File: config.mk
export PLATFORM = sky130hd
export DESIGN_NAME = bst_tap
export DESIGN_NICKNAME = d
export VERILOG_FILES = /design/src/rtl/bst_pkg.sv /design/src/rtl/bst_tap.sv
export SDC_FILE = /design/constraint.sdc
export NUM_CORES = 1
export LEC_CHECK = 0
export BUFFER_PORTS_ARGS = -buffer_cell sky130_fd_sc_hd__clkbuf_2
export CORE_MARGIN = 10
export CORE_UTILIZATION = 50
export DETAILED_ROUTE_END_ITERATION = 10
export PLACE_DENSITY = 0.87
export SLEW_MARGIN = 20
export SYNTH_ARGS = -nofsm -noshare
export SYNTH_HDL_FRONTEND = slang
export SYNTH_SLANG_ARGS = --single-unit
File: constraint.sdc
create_clock -name CORE_CLK_I -period 1.7 [get_ports CORE_CLK_I]
set_input_delay 0.255 -clock CORE_CLK_I [delete_from_list [all_inputs] [get_ports CORE_CLK_I]]
set_output_delay 0.255 -clock CORE_CLK_I [all_outputs]
set_load 0.005 [all_outputs]
File: src/rtl/bst_pkg.sv
// bst_pkg: constants and types of the boundary-scan test access port
package bst_pkg;

    // controller states, sixteen of them
    typedef enum logic [3:0] {
        ST_RESET, ST_IDLE,
        ST_SEL_DR, ST_CAP_DR, ST_SHIFT_DR, ST_EXIT1_DR,
        ST_PAUSE_DR, ST_EXIT2_DR, ST_UPD_DR,
        ST_SEL_IR, ST_CAP_IR, ST_SHIFT_IR, ST_EXIT1_IR,
        ST_PAUSE_IR, ST_EXIT2_IR, ST_UPD_IR
    } bst_state_e;

    localparam int IR_W = 3;
    localparam int ID_W = 32;

    // instruction codes; the three unlisted codes are reserved
    localparam logic [IR_W-1:0] INS_EXTEST  = 3'h0;
    localparam logic [IR_W-1:0] INS_IDCODE  = 3'h1;
    localparam logic [IR_W-1:0] INS_SAMPLEZ = 3'h2;
    localparam logic [IR_W-1:0] INS_SAMPLE  = 3'h4;
    localparam logic [IR_W-1:0] INS_BYPASS  = 3'h7;

    // pattern loaded into the instruction stage on capture
    localparam logic [IR_W-1:0] IR_CAPTURE  = 3'h1;

    // boundary ring length and the output-bus gating cell
    localparam int BSR_LEN_DEF = 109;
    localparam int BSR_OE_BIT  = 108;

    // identification value: arbitrary, bit 0 set as the standard asks
    localparam logic [ID_W-1:0] ID_CODE_DEF = 32'h0a5a_5001;

    // reset levels of the pin synchronisers (pads pull up mode and data)
    localparam logic TMS_RST = 1'h1;
    localparam logic TDI_RST = 1'h1;
    localparam logic TCK_RST = 1'h0;

endpackage

File: src/rtl/bst_tap.sv
// bst_tap: boundary-scan test access port sampled on the core clock
module bst_tap #(
    parameter int                       BSR_LEN     = bst_pkg::BSR_LEN_DEF,
    parameter logic [bst_pkg::ID_W-1:0] ID_CODE     = bst_pkg::ID_CODE_DEF,
    parameter logic [BSR_LEN-1:0]       BSR_NC_MASK = '0
) (
    input  wire logic               CORE_CLK_I,
    input  wire logic               SRST_I,
    input  wire logic               TCK_I,
    input  wire logic               TMS_I,
    input  wire logic               TDI_I,
    output logic                    TDO_O,
    output logic                    TDO_OE_O,
    input  wire logic [BSR_LEN-1:0] RING_I,
    output logic      [BSR_LEN-1:0] RING_O,
    output logic                    EXTEST_O,
    input  wire logic               MEM_Q_OE_I,
    output logic                    Q_OE_O
);

    typedef struct packed {
        logic                         tck_m;
        logic                         tck_s;
        logic                         tck_p;
        logic                         tms_m;
        logic                         tms_s;
        logic                         tdi_m;
        logic                         tdi_s;
        bst_pkg::bst_state_e          st;
        logic [bst_pkg::IR_W-1:0]     ir;
        logic [bst_pkg::IR_W-1:0]     ir_sh;
        logic                         byp;
        logic [bst_pkg::ID_W-1:0]     id_sh;
        logic [BSR_LEN-1:0]           bsr_sh;
        logic [BSR_LEN-1:0]           bsr_upd;
        logic                         tdo;
        logic                         tdo_oe;
        logic                         q_oe;
    } bst_regs_s;

    bst_regs_s q;
    bst_regs_s d;

    logic tck_rise;
    logic tck_fall;
    logic sel_id;
    logic sel_bsr;

    function automatic bst_pkg::bst_state_e next_state(input bst_pkg::bst_state_e s,
                                                        input logic tms);
        bst_pkg::bst_state_e n;
        n = bst_pkg::ST_RESET;
        case (s)
            bst_pkg::ST_RESET:    n = tms ? bst_pkg::ST_RESET   : bst_pkg::ST_IDLE;
            bst_pkg::ST_IDLE:     n = tms ? bst_pkg::ST_SEL_DR  : bst_pkg::ST_IDLE;
            bst_pkg::ST_SEL_DR:   n = tms ? bst_pkg::ST_SEL_IR  : bst_pkg::ST_CAP_DR;
            bst_pkg::ST_CAP_DR:   n = tms ? bst_pkg::ST_EXIT1_DR : bst_pkg::ST_SHIFT_DR;
            bst_pkg::ST_SHIFT_DR: n = tms ? bst_pkg::ST_EXIT1_DR : bst_pkg::ST_SHIFT_DR;
            bst_pkg::ST_EXIT1_DR: n = tms ? bst_pkg::ST_UPD_DR  : bst_pkg::ST_PAUSE_DR;
            bst_pkg::ST_PAUSE_DR: n = tms ? bst_pkg::ST_EXIT2_DR : bst_pkg::ST_PAUSE_DR;
            bst_pkg::ST_EXIT2_DR: n = tms ? bst_pkg::ST_UPD_DR  : bst_pkg::ST_SHIFT_DR;
            bst_pkg::ST_UPD_DR:   n = tms ? bst_pkg::ST_SEL_DR  : bst_pkg::ST_IDLE;
            bst_pkg::ST_SEL_IR:   n = tms ? bst_pkg::ST_RESET   : bst_pkg::ST_CAP_IR;
            bst_pkg::ST_CAP_IR:   n = tms ? bst_pkg::ST_EXIT1_IR : bst_pkg::ST_SHIFT_IR;
            bst_pkg::ST_SHIFT_IR: n = tms ? bst_pkg::ST_EXIT1_IR : bst_pkg::ST_SHIFT_IR;
            bst_pkg::ST_EXIT1_IR: n = tms ? bst_pkg::ST_UPD_IR  : bst_pkg::ST_PAUSE_IR;
            bst_pkg::ST_PAUSE_IR: n = tms ? bst_pkg::ST_EXIT2_IR : bst_pkg::ST_PAUSE_IR;
            bst_pkg::ST_EXIT2_IR: n = tms ? bst_pkg::ST_UPD_IR  : bst_pkg::ST_SHIFT_IR;
            bst_pkg::ST_UPD_IR:   n = tms ? bst_pkg::ST_SEL_DR  : bst_pkg::ST_IDLE;
            default:              n = bst_pkg::ST_RESET;
        endcase
        return n;
    endfunction

    // edges of the test clock, seen after the synchroniser
    assign tck_rise = q.tck_s & ~q.tck_p;
    assign tck_fall = ~q.tck_s & q.tck_p;

    // register selection by the current instruction; reserved codes act as bypass
    assign sel_id  = (q.ir == bst_pkg::INS_IDCODE);
    assign sel_bsr = (q.ir == bst_pkg::INS_EXTEST) || (q.ir == bst_pkg::INS_SAMPLE)
                  || (q.ir == bst_pkg::INS_SAMPLEZ);

    always_comb begin
        d       = q;
        d.tck_m = TCK_I;
        d.tck_s = q.tck_m;
        d.tck_p = q.tck_s;
        d.tms_m = TMS_I;
        d.tms_s = q.tms_m;
        d.tdi_m = TDI_I;
        d.tdi_s = q.tdi_m;

        if (tck_rise) begin
            d.st = next_state(q.st, q.tms_s);
            case (q.st)
                bst_pkg::ST_CAP_IR: begin
                    d.ir_sh = bst_pkg::IR_CAPTURE;
                end
                bst_pkg::ST_SHIFT_IR: begin
                    d.ir_sh = {q.tdi_s, q.ir_sh[bst_pkg::IR_W-1:1]};
                end
                bst_pkg::ST_UPD_IR: begin
                    d.ir = q.ir_sh;
                end
                bst_pkg::ST_CAP_DR: begin
                    if (sel_id) begin
                        d.id_sh = ID_CODE;
                    end else if (sel_bsr) begin
                        // unconnected-ball cells capture zero
                        d.bsr_sh = RING_I & ~BSR_NC_MASK;
                    end else begin
                        d.byp = 1'b0;
                    end
                end
                bst_pkg::ST_SHIFT_DR: begin
                    if (sel_id) begin
                        d.id_sh = {q.tdi_s, q.id_sh[bst_pkg::ID_W-1:1]};
                    end else if (sel_bsr) begin
                        d.bsr_sh = {q.tdi_s, q.bsr_sh[BSR_LEN-1:1]};
                    end else begin
                        d.byp = q.tdi_s;
                    end
                end
                bst_pkg::ST_UPD_DR: begin
                    if ((q.ir == bst_pkg::INS_SAMPLE) || (q.ir == bst_pkg::INS_EXTEST)) begin
                        d.bsr_upd = q.bsr_sh;
                    end
                end
                default: begin
                    d.ir_sh = q.ir_sh;
                end
            endcase
            if (d.st == bst_pkg::ST_RESET) begin
                d.ir                      = bst_pkg::INS_IDCODE;
                d.bsr_upd[bst_pkg::BSR_OE_BIT] = 1'b1;
            end
        end

        if (tck_fall) begin
            d.tdo_oe = (q.st == bst_pkg::ST_SHIFT_DR) || (q.st == bst_pkg::ST_SHIFT_IR);
            if (q.st == bst_pkg::ST_SHIFT_IR) begin
                d.tdo = q.ir_sh[0];
            end else if (sel_id) begin
                d.tdo = q.id_sh[0];
            end else if (sel_bsr) begin
                d.tdo = q.bsr_sh[0];
            end else begin
                d.tdo = q.byp;
            end
        end

        // memory output bus: functional enable unless a test instruction overrides
        if (q.ir == bst_pkg::INS_SAMPLEZ) begin
            d.q_oe = 1'b0;
        end else if (q.ir == bst_pkg::INS_EXTEST) begin
            d.q_oe = q.bsr_upd[bst_pkg::BSR_OE_BIT];
        end else begin
            d.q_oe = MEM_Q_OE_I;
        end
    end

    always_ff @(posedge CORE_CLK_I) begin
        if (SRST_I) begin
            q                          <= '0;
            q.tck_m                    <= bst_pkg::TCK_RST;
            q.tck_s                    <= bst_pkg::TCK_RST;
            q.tck_p                    <= bst_pkg::TCK_RST;
            q.tms_m                    <= bst_pkg::TMS_RST;
            q.tms_s                    <= bst_pkg::TMS_RST;
            q.tdi_m                    <= bst_pkg::TDI_RST;
            q.tdi_s                    <= bst_pkg::TDI_RST;
            q.st                       <= bst_pkg::ST_RESET;
            q.ir                       <= bst_pkg::INS_IDCODE;
            q.bsr_upd[bst_pkg::BSR_OE_BIT] <= 1'b1;
        end else begin
            q <= d;
        end
    end

    assign TDO_O    = q.tdo;
    assign TDO_OE_O = q.tdo_oe;
    assign RING_O   = q.bsr_upd;
    assign EXTEST_O = (q.ir == bst_pkg::INS_EXTEST);
    assign Q_OE_O   = q.q_oe;

    // count of consecutive test-clock rises with mode select high
    logic [2:0] tms_hi_cnt;
    always_ff @(posedge CORE_CLK_I) begin
        if (SRST_I) begin
            tms_hi_cnt <= 3'h0;
        end else if (tck_rise) begin
            if (!q.tms_s) begin
                tms_hi_cnt <= 3'h0;
            end else if (tms_hi_cnt != 3'h7) begin
                tms_hi_cnt <= tms_hi_cnt + 3'h1;
            end
        end
    end
endmodule

; ---- Word-level counts from Yosys, hierarchy flattened
; Index checks and enable logic that the tools add are counted.
[classes]
eq_ne = 26
n_mux = 35
n_bitwise = 4
reduce_logical = 22
[ops]
columns = operator, count
row1 = $mux W109, 6
row2 = $pmux W142 S2, 1
row3 = $mux W32, 2
row4 = $pmux W4 S12, 1
row5 = $eq A4 B4 Y1 const B, 8
row6 = $mux W4, 5
row7 = $eq A4 B3 Y1 const B, 4
row8 = $ne A2 B2 Y1 const B, 8
row9 = $mux W1, 12
row10 = $mux W3, 4
row11 = $reduce_and A6 Y1, 2
row12 = $reduce_bool A2 Y1, 5
row13 = $eq A4 B2 Y1 const B, 2
row14 = $logic_not A4 Y1, 2
row15 = $mux W2, 3
row16 = $pmux W3 S2, 1
row17 = $reduce_and A3 Y1, 2
row18 = $reduce_or A2 Y1, 3
row19 = $eq A4 B1 Y1 const B, 1
row20 = $reduce_and A2 Y1, 2
row21 = $reduce_and A4 Y1, 1
row22 = $eq A3 B1 Y1 const B, 1
row23 = $eq A3 B2 Y1 const B, 1
row24 = $eq A3 B3 Y1 const B, 1
row25 = other kinds (5), 9
[word_totals]
regBits = 271
input_bits = 115
wordCells = 105

; ---- Longest topological paths before layout
; Gate-level depths: netlist of run 1.
[logic_depth]
depth_word = 7
mapped_depth = 8
ltp_nobuf = 4

; ---- Least setup slack after synthesis of run 1
; Ideal clock, no wire load.
[synth_path]
path_type = flip-flop to flip-flop
from = register q[260] in the netlist's numbering
to = register q[171] in the netlist's numbering
setup_time_ns = 0.133
t_arrival_ns = 1.687
path_slack_ns = -0.120
stages_incl_launch_ff = 8
path_buffers = 4
synth_period_minus_slack_ns = 1.820
cell_sequence = dfxtp_1 -> buf_2 -> or3b_4 -> a211oi_2 -> buf_6 -> buf_6 -> buf_2 -> a311oi_1
[synth_via]
elab_chain_len = 3
word_cells_on_any_way = 9
classes_between = 6 x eq/ne / 1 x mux / 2 x reduce/logical
[synth_rtl]
columns = element, line_no
row1 = "start, declared", bst_tap.sv:41  ; bst_regs_s q;
row2 = $eq A4 B2 Y1 / $eq A4 B3 Y1 (equally long branches), bst_tap.sv:96  ; case (q.st)
row3 = $ne A2 B2 Y1 (no source line) / $reduce_bool A2 Y1 (equally long branches), -
row4 = $reduce_and A6 Y1 (no source line), -
; Several ways; a longest one is shown, not always the timed one.
; A chain may end at the register's enable or synchronous reset.

; ---- Worst setup path in the final report of run 1
[layout_path]
from = register q[260] in the netlist's numbering
to = register q[187] in the netlist's numbering
; The elaborated chain is that of the path after synthesis.

==> results of run 1 <==
[tightest hold or removal path: cells and delay by family]
kind / cells / cell delay (ns)
AO/OA/AOI/OAI: 1 / 0.08
buffers and inverters: 1 / 0.10
AND/OR/NAND/NOR: 1 / 0.06
[sequential cells by signal, summed over array words and instances, names as in the netlist]
signal    flops
q           155
RING_O      109
d             4
Q_OE_O        1
TDO_O         1
TDO_OE_O      1
[cell usage in the layout, fill, tap and decap left out, types with 5 or more instances in the layout]
cell type | Yosys | routed
dfxtp_1 | 271 | 268
nor2b_1 | 8 | 6
clkbuf_8 | 0 | 8
nor3_1 | 25 | 23
buf_12 | 0 | 27
buf_16 | 0 | 21
nor2_2 | 0 | 14
a21oi_2 | 0 | 19
dlygate4sd3_1 | 0 | 101
nand2_1 | 467 | 464
buf_4 | 112 | 37
buf_8 | 0 | 6
a21oi_1 | 144 | 125
clkbuf_1 | 77 | 7
nand3_1 | 25 | 22
inv_1 | 6 | 6
or2_2 | 5 | 5
o21ai_0 | 5 | 5
clkbuf_16 | 0 | 39
buf_6 | 12 | 16
a311oi_1 | 100 | 82
clkbuf_2 | 0 | 226
nor2_4 | 0 | 8
nor2_1 | 132 | 110
a311oi_2 | 10 | 28
[through the flow]
stage / total power [mW] / instances / utilization / worst slack (ns) / hold WS [ns]
floorplan: 6.71 / 1468 / - / -0.00297 / 0.359
global placement: 6.94 / 1806 / 0.545 / -0.110 / 0.393
CTS: 13.4 / 1996 / 0.673 / -0.200 / 0.00110
finish: 13.4 / 2024 / 0.704 / -0.317 / 0.00279
global route: 13.8 / 2024 / 0.704 / -0.368 / 0.00438
detailed placement: 6.95 / 1806 / 0.545 / -0.214 / 0.394
[final cells by class]
| class | count | area (um2) |
|---|---|---|
| multi-input cells | 963 | 5080 |
| fillers | 1554 | 6720 |
| inverters | 6 | 22.5 |
| clock inverters | 6 | 105 |
| diodes | 3 | 7.51 |
| flip-flops and latches | 271 | 5430 |
| repair buffers | 447 | 4140 |
| well taps | 285 | 357 |
| clock buffers | 43 | 848 |
[cell families after synthesis]
group,share of synthesized area
multiplexers,0.00357
XOR/XNOR,0.000758
flip-flops,0.469
buffers and inverters,0.123
AO/OA/AOI/OAI,0.168
AND/OR/NAND/NOR,0.236
[worst max-delay path by stage]
| stage | from | end |
|---|---|---|
| 5_1_grt | q[260] | q[241] |
| 3_5_place_dp | d[268] | q[131] |
| 4_1_cts | q[260] | q[170] |
| 6_report | q[260] | q[187] |
| 2_1_floorplan | q[262] | q[141] |
| 3_3_place_gp | q[263] | q[139] |
[per-layer routing]
metal  share of wire  up-vias
met4           0.055        0
met2            0.48      754
met5               0        -
li1                -     5365
met3           0.095      181
met1            0.37     5649
[what timing repair did]
action,in CTS,in global routing
hold buffers,101,0
buffers inserted,21,19
cloned,19,14
pin swaps,66,38
endpoints found under the hold margin,101,0
endpoints found under the setup margin,143,255
gates resized for setup,55,88
[power by group]
group          leakage (nW)  internal (mW)  switching [mW]
Sequential             2.19           6.36         0.00795
Combinational          3.49          0.347           0.336
Clock                 0.470           3.86            2.51
==> metrics, run 1 <==
worst flop-to-flop path endpoint q[187]; min Tclk post-route ~2 ns; ys flop type dfxtp_1; Die Width 172 um; synthesis-to-finish area growth 38.3%; core area approximately 23,000 um2; max cap viols 0; placed instance area 12,400 um2; die area slightly below 30,000 um2; Worst path depth 8; die height 172 um; first-pass GRT wire length around 60,000 um; total wire length between 40,000 and 50,000 um; vias per std cell slightly below 6; # DRC 0; top-area cell type share of the netlist area 0.469; M3 GR Usage 0.0527; Worst Hold Class input port to flip-flop; hold endpoint q[117]; grt met1 use 0.278; Worst setup EP type flip-flop; Max IR drop VDD 0.707 mV; CP max stage delay 0.42 ns; Hold Crit Start RING_I[5]; Yosys warning count 0; Initial Util 0.509; Setup TNS Final -26.78 ns; most frequent cell after synthesis nand2_1; pin count of the biggest net entering global routing 87; worst skew pair latency 0.54 ns; top cells by area, synth dfxtp_1, nand2_1, a311oi_1; failing checks negative setup slack; clk root buf clkbuf_16; clock buffer depth 3; R2R depth 8; initial antenna violation count 3; CTS tree built; EDFF count, synth 0; Worst Hold Depth 3; Clock Skews 0.0110 ns; ANT nets after route 0; drt first pass iters 6; Crit-path slowest cell or3b_4; Std-Cell Rows between 50 and 60; Num CTS Buffers 28; Top cell by count, worst path buf_16; reg-to-reg startpoint q[260]; most instantiated cells after synthesis nand2_1, dfxtp_1, a21oi_1; Final WS setup -0.317 ns; # nets final about 1.8k; fmax between 400 and 500 MHz; busiest grt layer met2; GRT Total Usage 0.242; clock slew at reported path FFs around 0.06 ns; cell taking the most area after synthesis dfxtp_1; Yosys reg bits ~270; status finished with violations; vias in the first global route between 10k and 15k; Design Area, Final about 16,000 um2; htree depth 1; Least-Margin Pin Slew about 0.42 ns; Slew HR 0.719; placer congestion estimate roughly 0.82; Cell variety after synth 48; Mapped Cells roughly 1.5k; CTS Sinks 271; worst setup path class flip-flop to flip-flop; drt initial violations between 1.5k and 2k; met2 Use GR 0.415; crit-path max FO 5; crit-path cells or3b_4, a211oi_4, buf_6, buf_16, buf_12, buf_16, nor2_4, a311oi_2; Worst EP arrival ~2.5 ns; final hold violations 0; LEAKAGE just over 6 nW; layout cell share with drive strength beyond 1 0.279; hpwl dp about 20,000 um; post-synthesis sequential area ratio 0.469; routed via count roughly 12k; Cell Area, Synth about 12,000 um2; max-slew violations 0; Worst path top cell family by delay compound AO/OA/AOI/OAI gates; R2R Setup Slk -0.32 ns; mean post-synth cell area approximately 7.9 um2; Worst setup SP type flip-flop; WL/cell approximately 21 um; port bufs 227; RSZ-0062 raised after global routing yes; Final Setup Violations 147; PD cells 840 nW/um2; Tcrit/Tclk final 1.19; Buffers & Inverters on Critical Path 4; I/O Pins 228; Congestion Overflow GR 0; post-synth net total around 1.6k; Required @ worst endpoint between 2 and 2.5 ns; Post-synth ARST share 0
Note: power is estimated with default switching activity, not from simulation.
==> run 2: changes to the inputs <==
- RECOVER_POWER: default -> 50
==> run 2 against run 1 <==
Against the previous run:
- the flow still finishes with violations (negative setup slack)
- utilization down 0.61 points
- cell count unchanged
- combinational power about the same
- largest power group unchanged
- maximum frequency down 0.37%
- critical path type unchanged
- critical endpoint is now RING_O[11]
- critical path depth down 1
- wire length up 0.30%
- non-clock buffer count unchanged
- sequential cell count unchanged
- via count up 0.22%
- global-route usage unchanged
==> metrics, run 2 (synthesis gave the netlist of run 1 again) <==
Required @ worst endpoint 2.10 ns; clock buffer depth 3; placed instance area approximately 12,000 um2; clk root buf clkbuf_16; Worst setup EP type flip-flop; routed via count ~12k; Num CTS Buffers 28; max cap viols 0; post-place setup slack -0.214 ns; # DRC 0; Congestion Overflow GR 0; WL/cell slightly above 20 um; total wire length 41,800 um; I/O Pins between 200 and 250; ANT nets after route 0; RSZ-0062 raised after global routing yes; Std-Cell Rows between 50 and 60; worst setup path class flip-flop to flip-flop; fmax 494 MHz; drt first pass iters 5; PD cells between 800 and 900 nW/um2; leading cell type in the layout, fill and taps excluded nand2_1; max reg flops 155; crit-path max FO 9; Die Width ~170 um; port bufs approximately 230; failing checks negative setup slack; Final WS setup -0.325 ns; Worst EP arrival about 2.4 ns; crit-path cells clkbuf_1, nor2b_2, and4_4, buf_6, clkbuf_16, nand2_1, a21oi_1; commonest cells after routing, fill and taps aside nand2_1, dfxtp_1, a21oi_1; worst skew pair latency roughly 0.55 ns; Crit-path slowest cell a21oi_1; Slew HR 0.708; die height approximately 170 um; WHS around 0.003 ns; drt initial violations 1,614; CP max stage delay between 0.3 and 0.4 ns; Worst setup SP type flip-flop; Least-Margin Pin Slew 0.438 ns; Buffers & Inverters on Critical Path 3; synthesis-to-finish area growth 37.1%; CTS Sinks roughly 270; Final Setup Violations slightly below 200; CTS tree built; Design Area, Final around 16,000 um2; status finished with violations; placer congestion estimate 0.817; most flop-heavy register q; die area between 20,000 and 30,000 um2; Initial Util 0.509; max-slew violations 0; # nets final 1,832; hpwl dp approximately 20,000 um; pin count of the biggest net entering global routing 87; initial antenna violation count 3; htree depth 1; LEAKAGE just under 6 nW; min Tclk post-route 2.02 ns; Clock Skews 0.0141 ns; GRT Total Usage 0.242; total power 13.4 mW; Tcrit/Tclk final 1.19; Worst path top cell family by delay simple AND/OR/NAND/NOR gates; final hold violations 0; vias in the first global route roughly 11k; core area around 23,000 um2; vias per std cell about 5.9; clock slew at reported path FFs ~0.06 ns; first-pass GRT wire length 58,900 um; layout cell share with drive strength beyond 1 0.218; Max IR drop VDD ~0.7 mV; Worst Hold Class input port to flip-flop
[run 2: cell count changes in the layout (fill, tap and decap cells not counted), sizes merged]
cell | previous run | this run
clkbuf | 280 | 281
buf | 107 | 106
[run 2: tightest hold or removal path, delay by kind of cell]
kind | cells | cell delay (ns)
buffers and inverters | 1 | 0.10
AO/OA/AOI/OAI | 1 | 0.08
AND/OR/NAND/NOR | 1 | 0.06
[run 2: final timing paths]
kind	startpoint	to	slack [ns]	cells after the start
worst max-delay path	d[268]	RING_O[11]	-0.32	7
worst min register to register	d[266]	q[266]	0.41	1
worst min-delay path	RING_I[5]	q[117]	0.003	3
worst max register to register	d[268]	RING_O[11]	-0.32	7
[run 2: layout make-up]
| class | instances | area, um2 |
|---|---|---|
| diodes | 3 | 7.51 |
| clock buffers | 43 | 848 |
| clock inverters | 6 | 105 |
| fillers | 1628 | 6860 |
| inverters | 6 | 22.5 |
| multi-input cells | 963 | 5080 |
| flip-flops and latches | 271 | 5430 |
| well taps | 285 | 357 |
| repair buffers | 447 | 4000 |
[run 2: power breakdown]
part / switching (mW) / internal (mW)
Sequential: 0.00789 / 6.36
Combinational: 0.336 / 0.346
Clock: 2.51 / 3.86
Total: 2.86 / 10.6
[run 2: routing by layer]
metal  part of all wire  GRT usage
met1               0.37      0.278
met2               0.48      0.415
met3              0.093     0.0527
met4              0.055      0.126
met5                  0          0
[run 2: repair_timing]
item | 4_1_cts | 5_1_grt
resized for setup | 55 | 88
buffers inserted | 21 | 19
hold endpoints to repair | 101 | 0
endpoints found under the setup margin | 143 | 255
gates cloned | 19 | 14
hold buffers | 101 | 0
pin swaps | 66 | 38
[run 2: per-stage QoR]
step            util  TNS [ns]  std cells
6_report       0.698    -28.17       2024
5_1_grt        0.698    -42.43       2024
4_1_cts        0.673    -19.92       1996
3_5_place_dp   0.545    -15.21       1806
3_3_place_gp   0.545     -7.30       1806
2_1_floorplan      -   -0.0292       1468
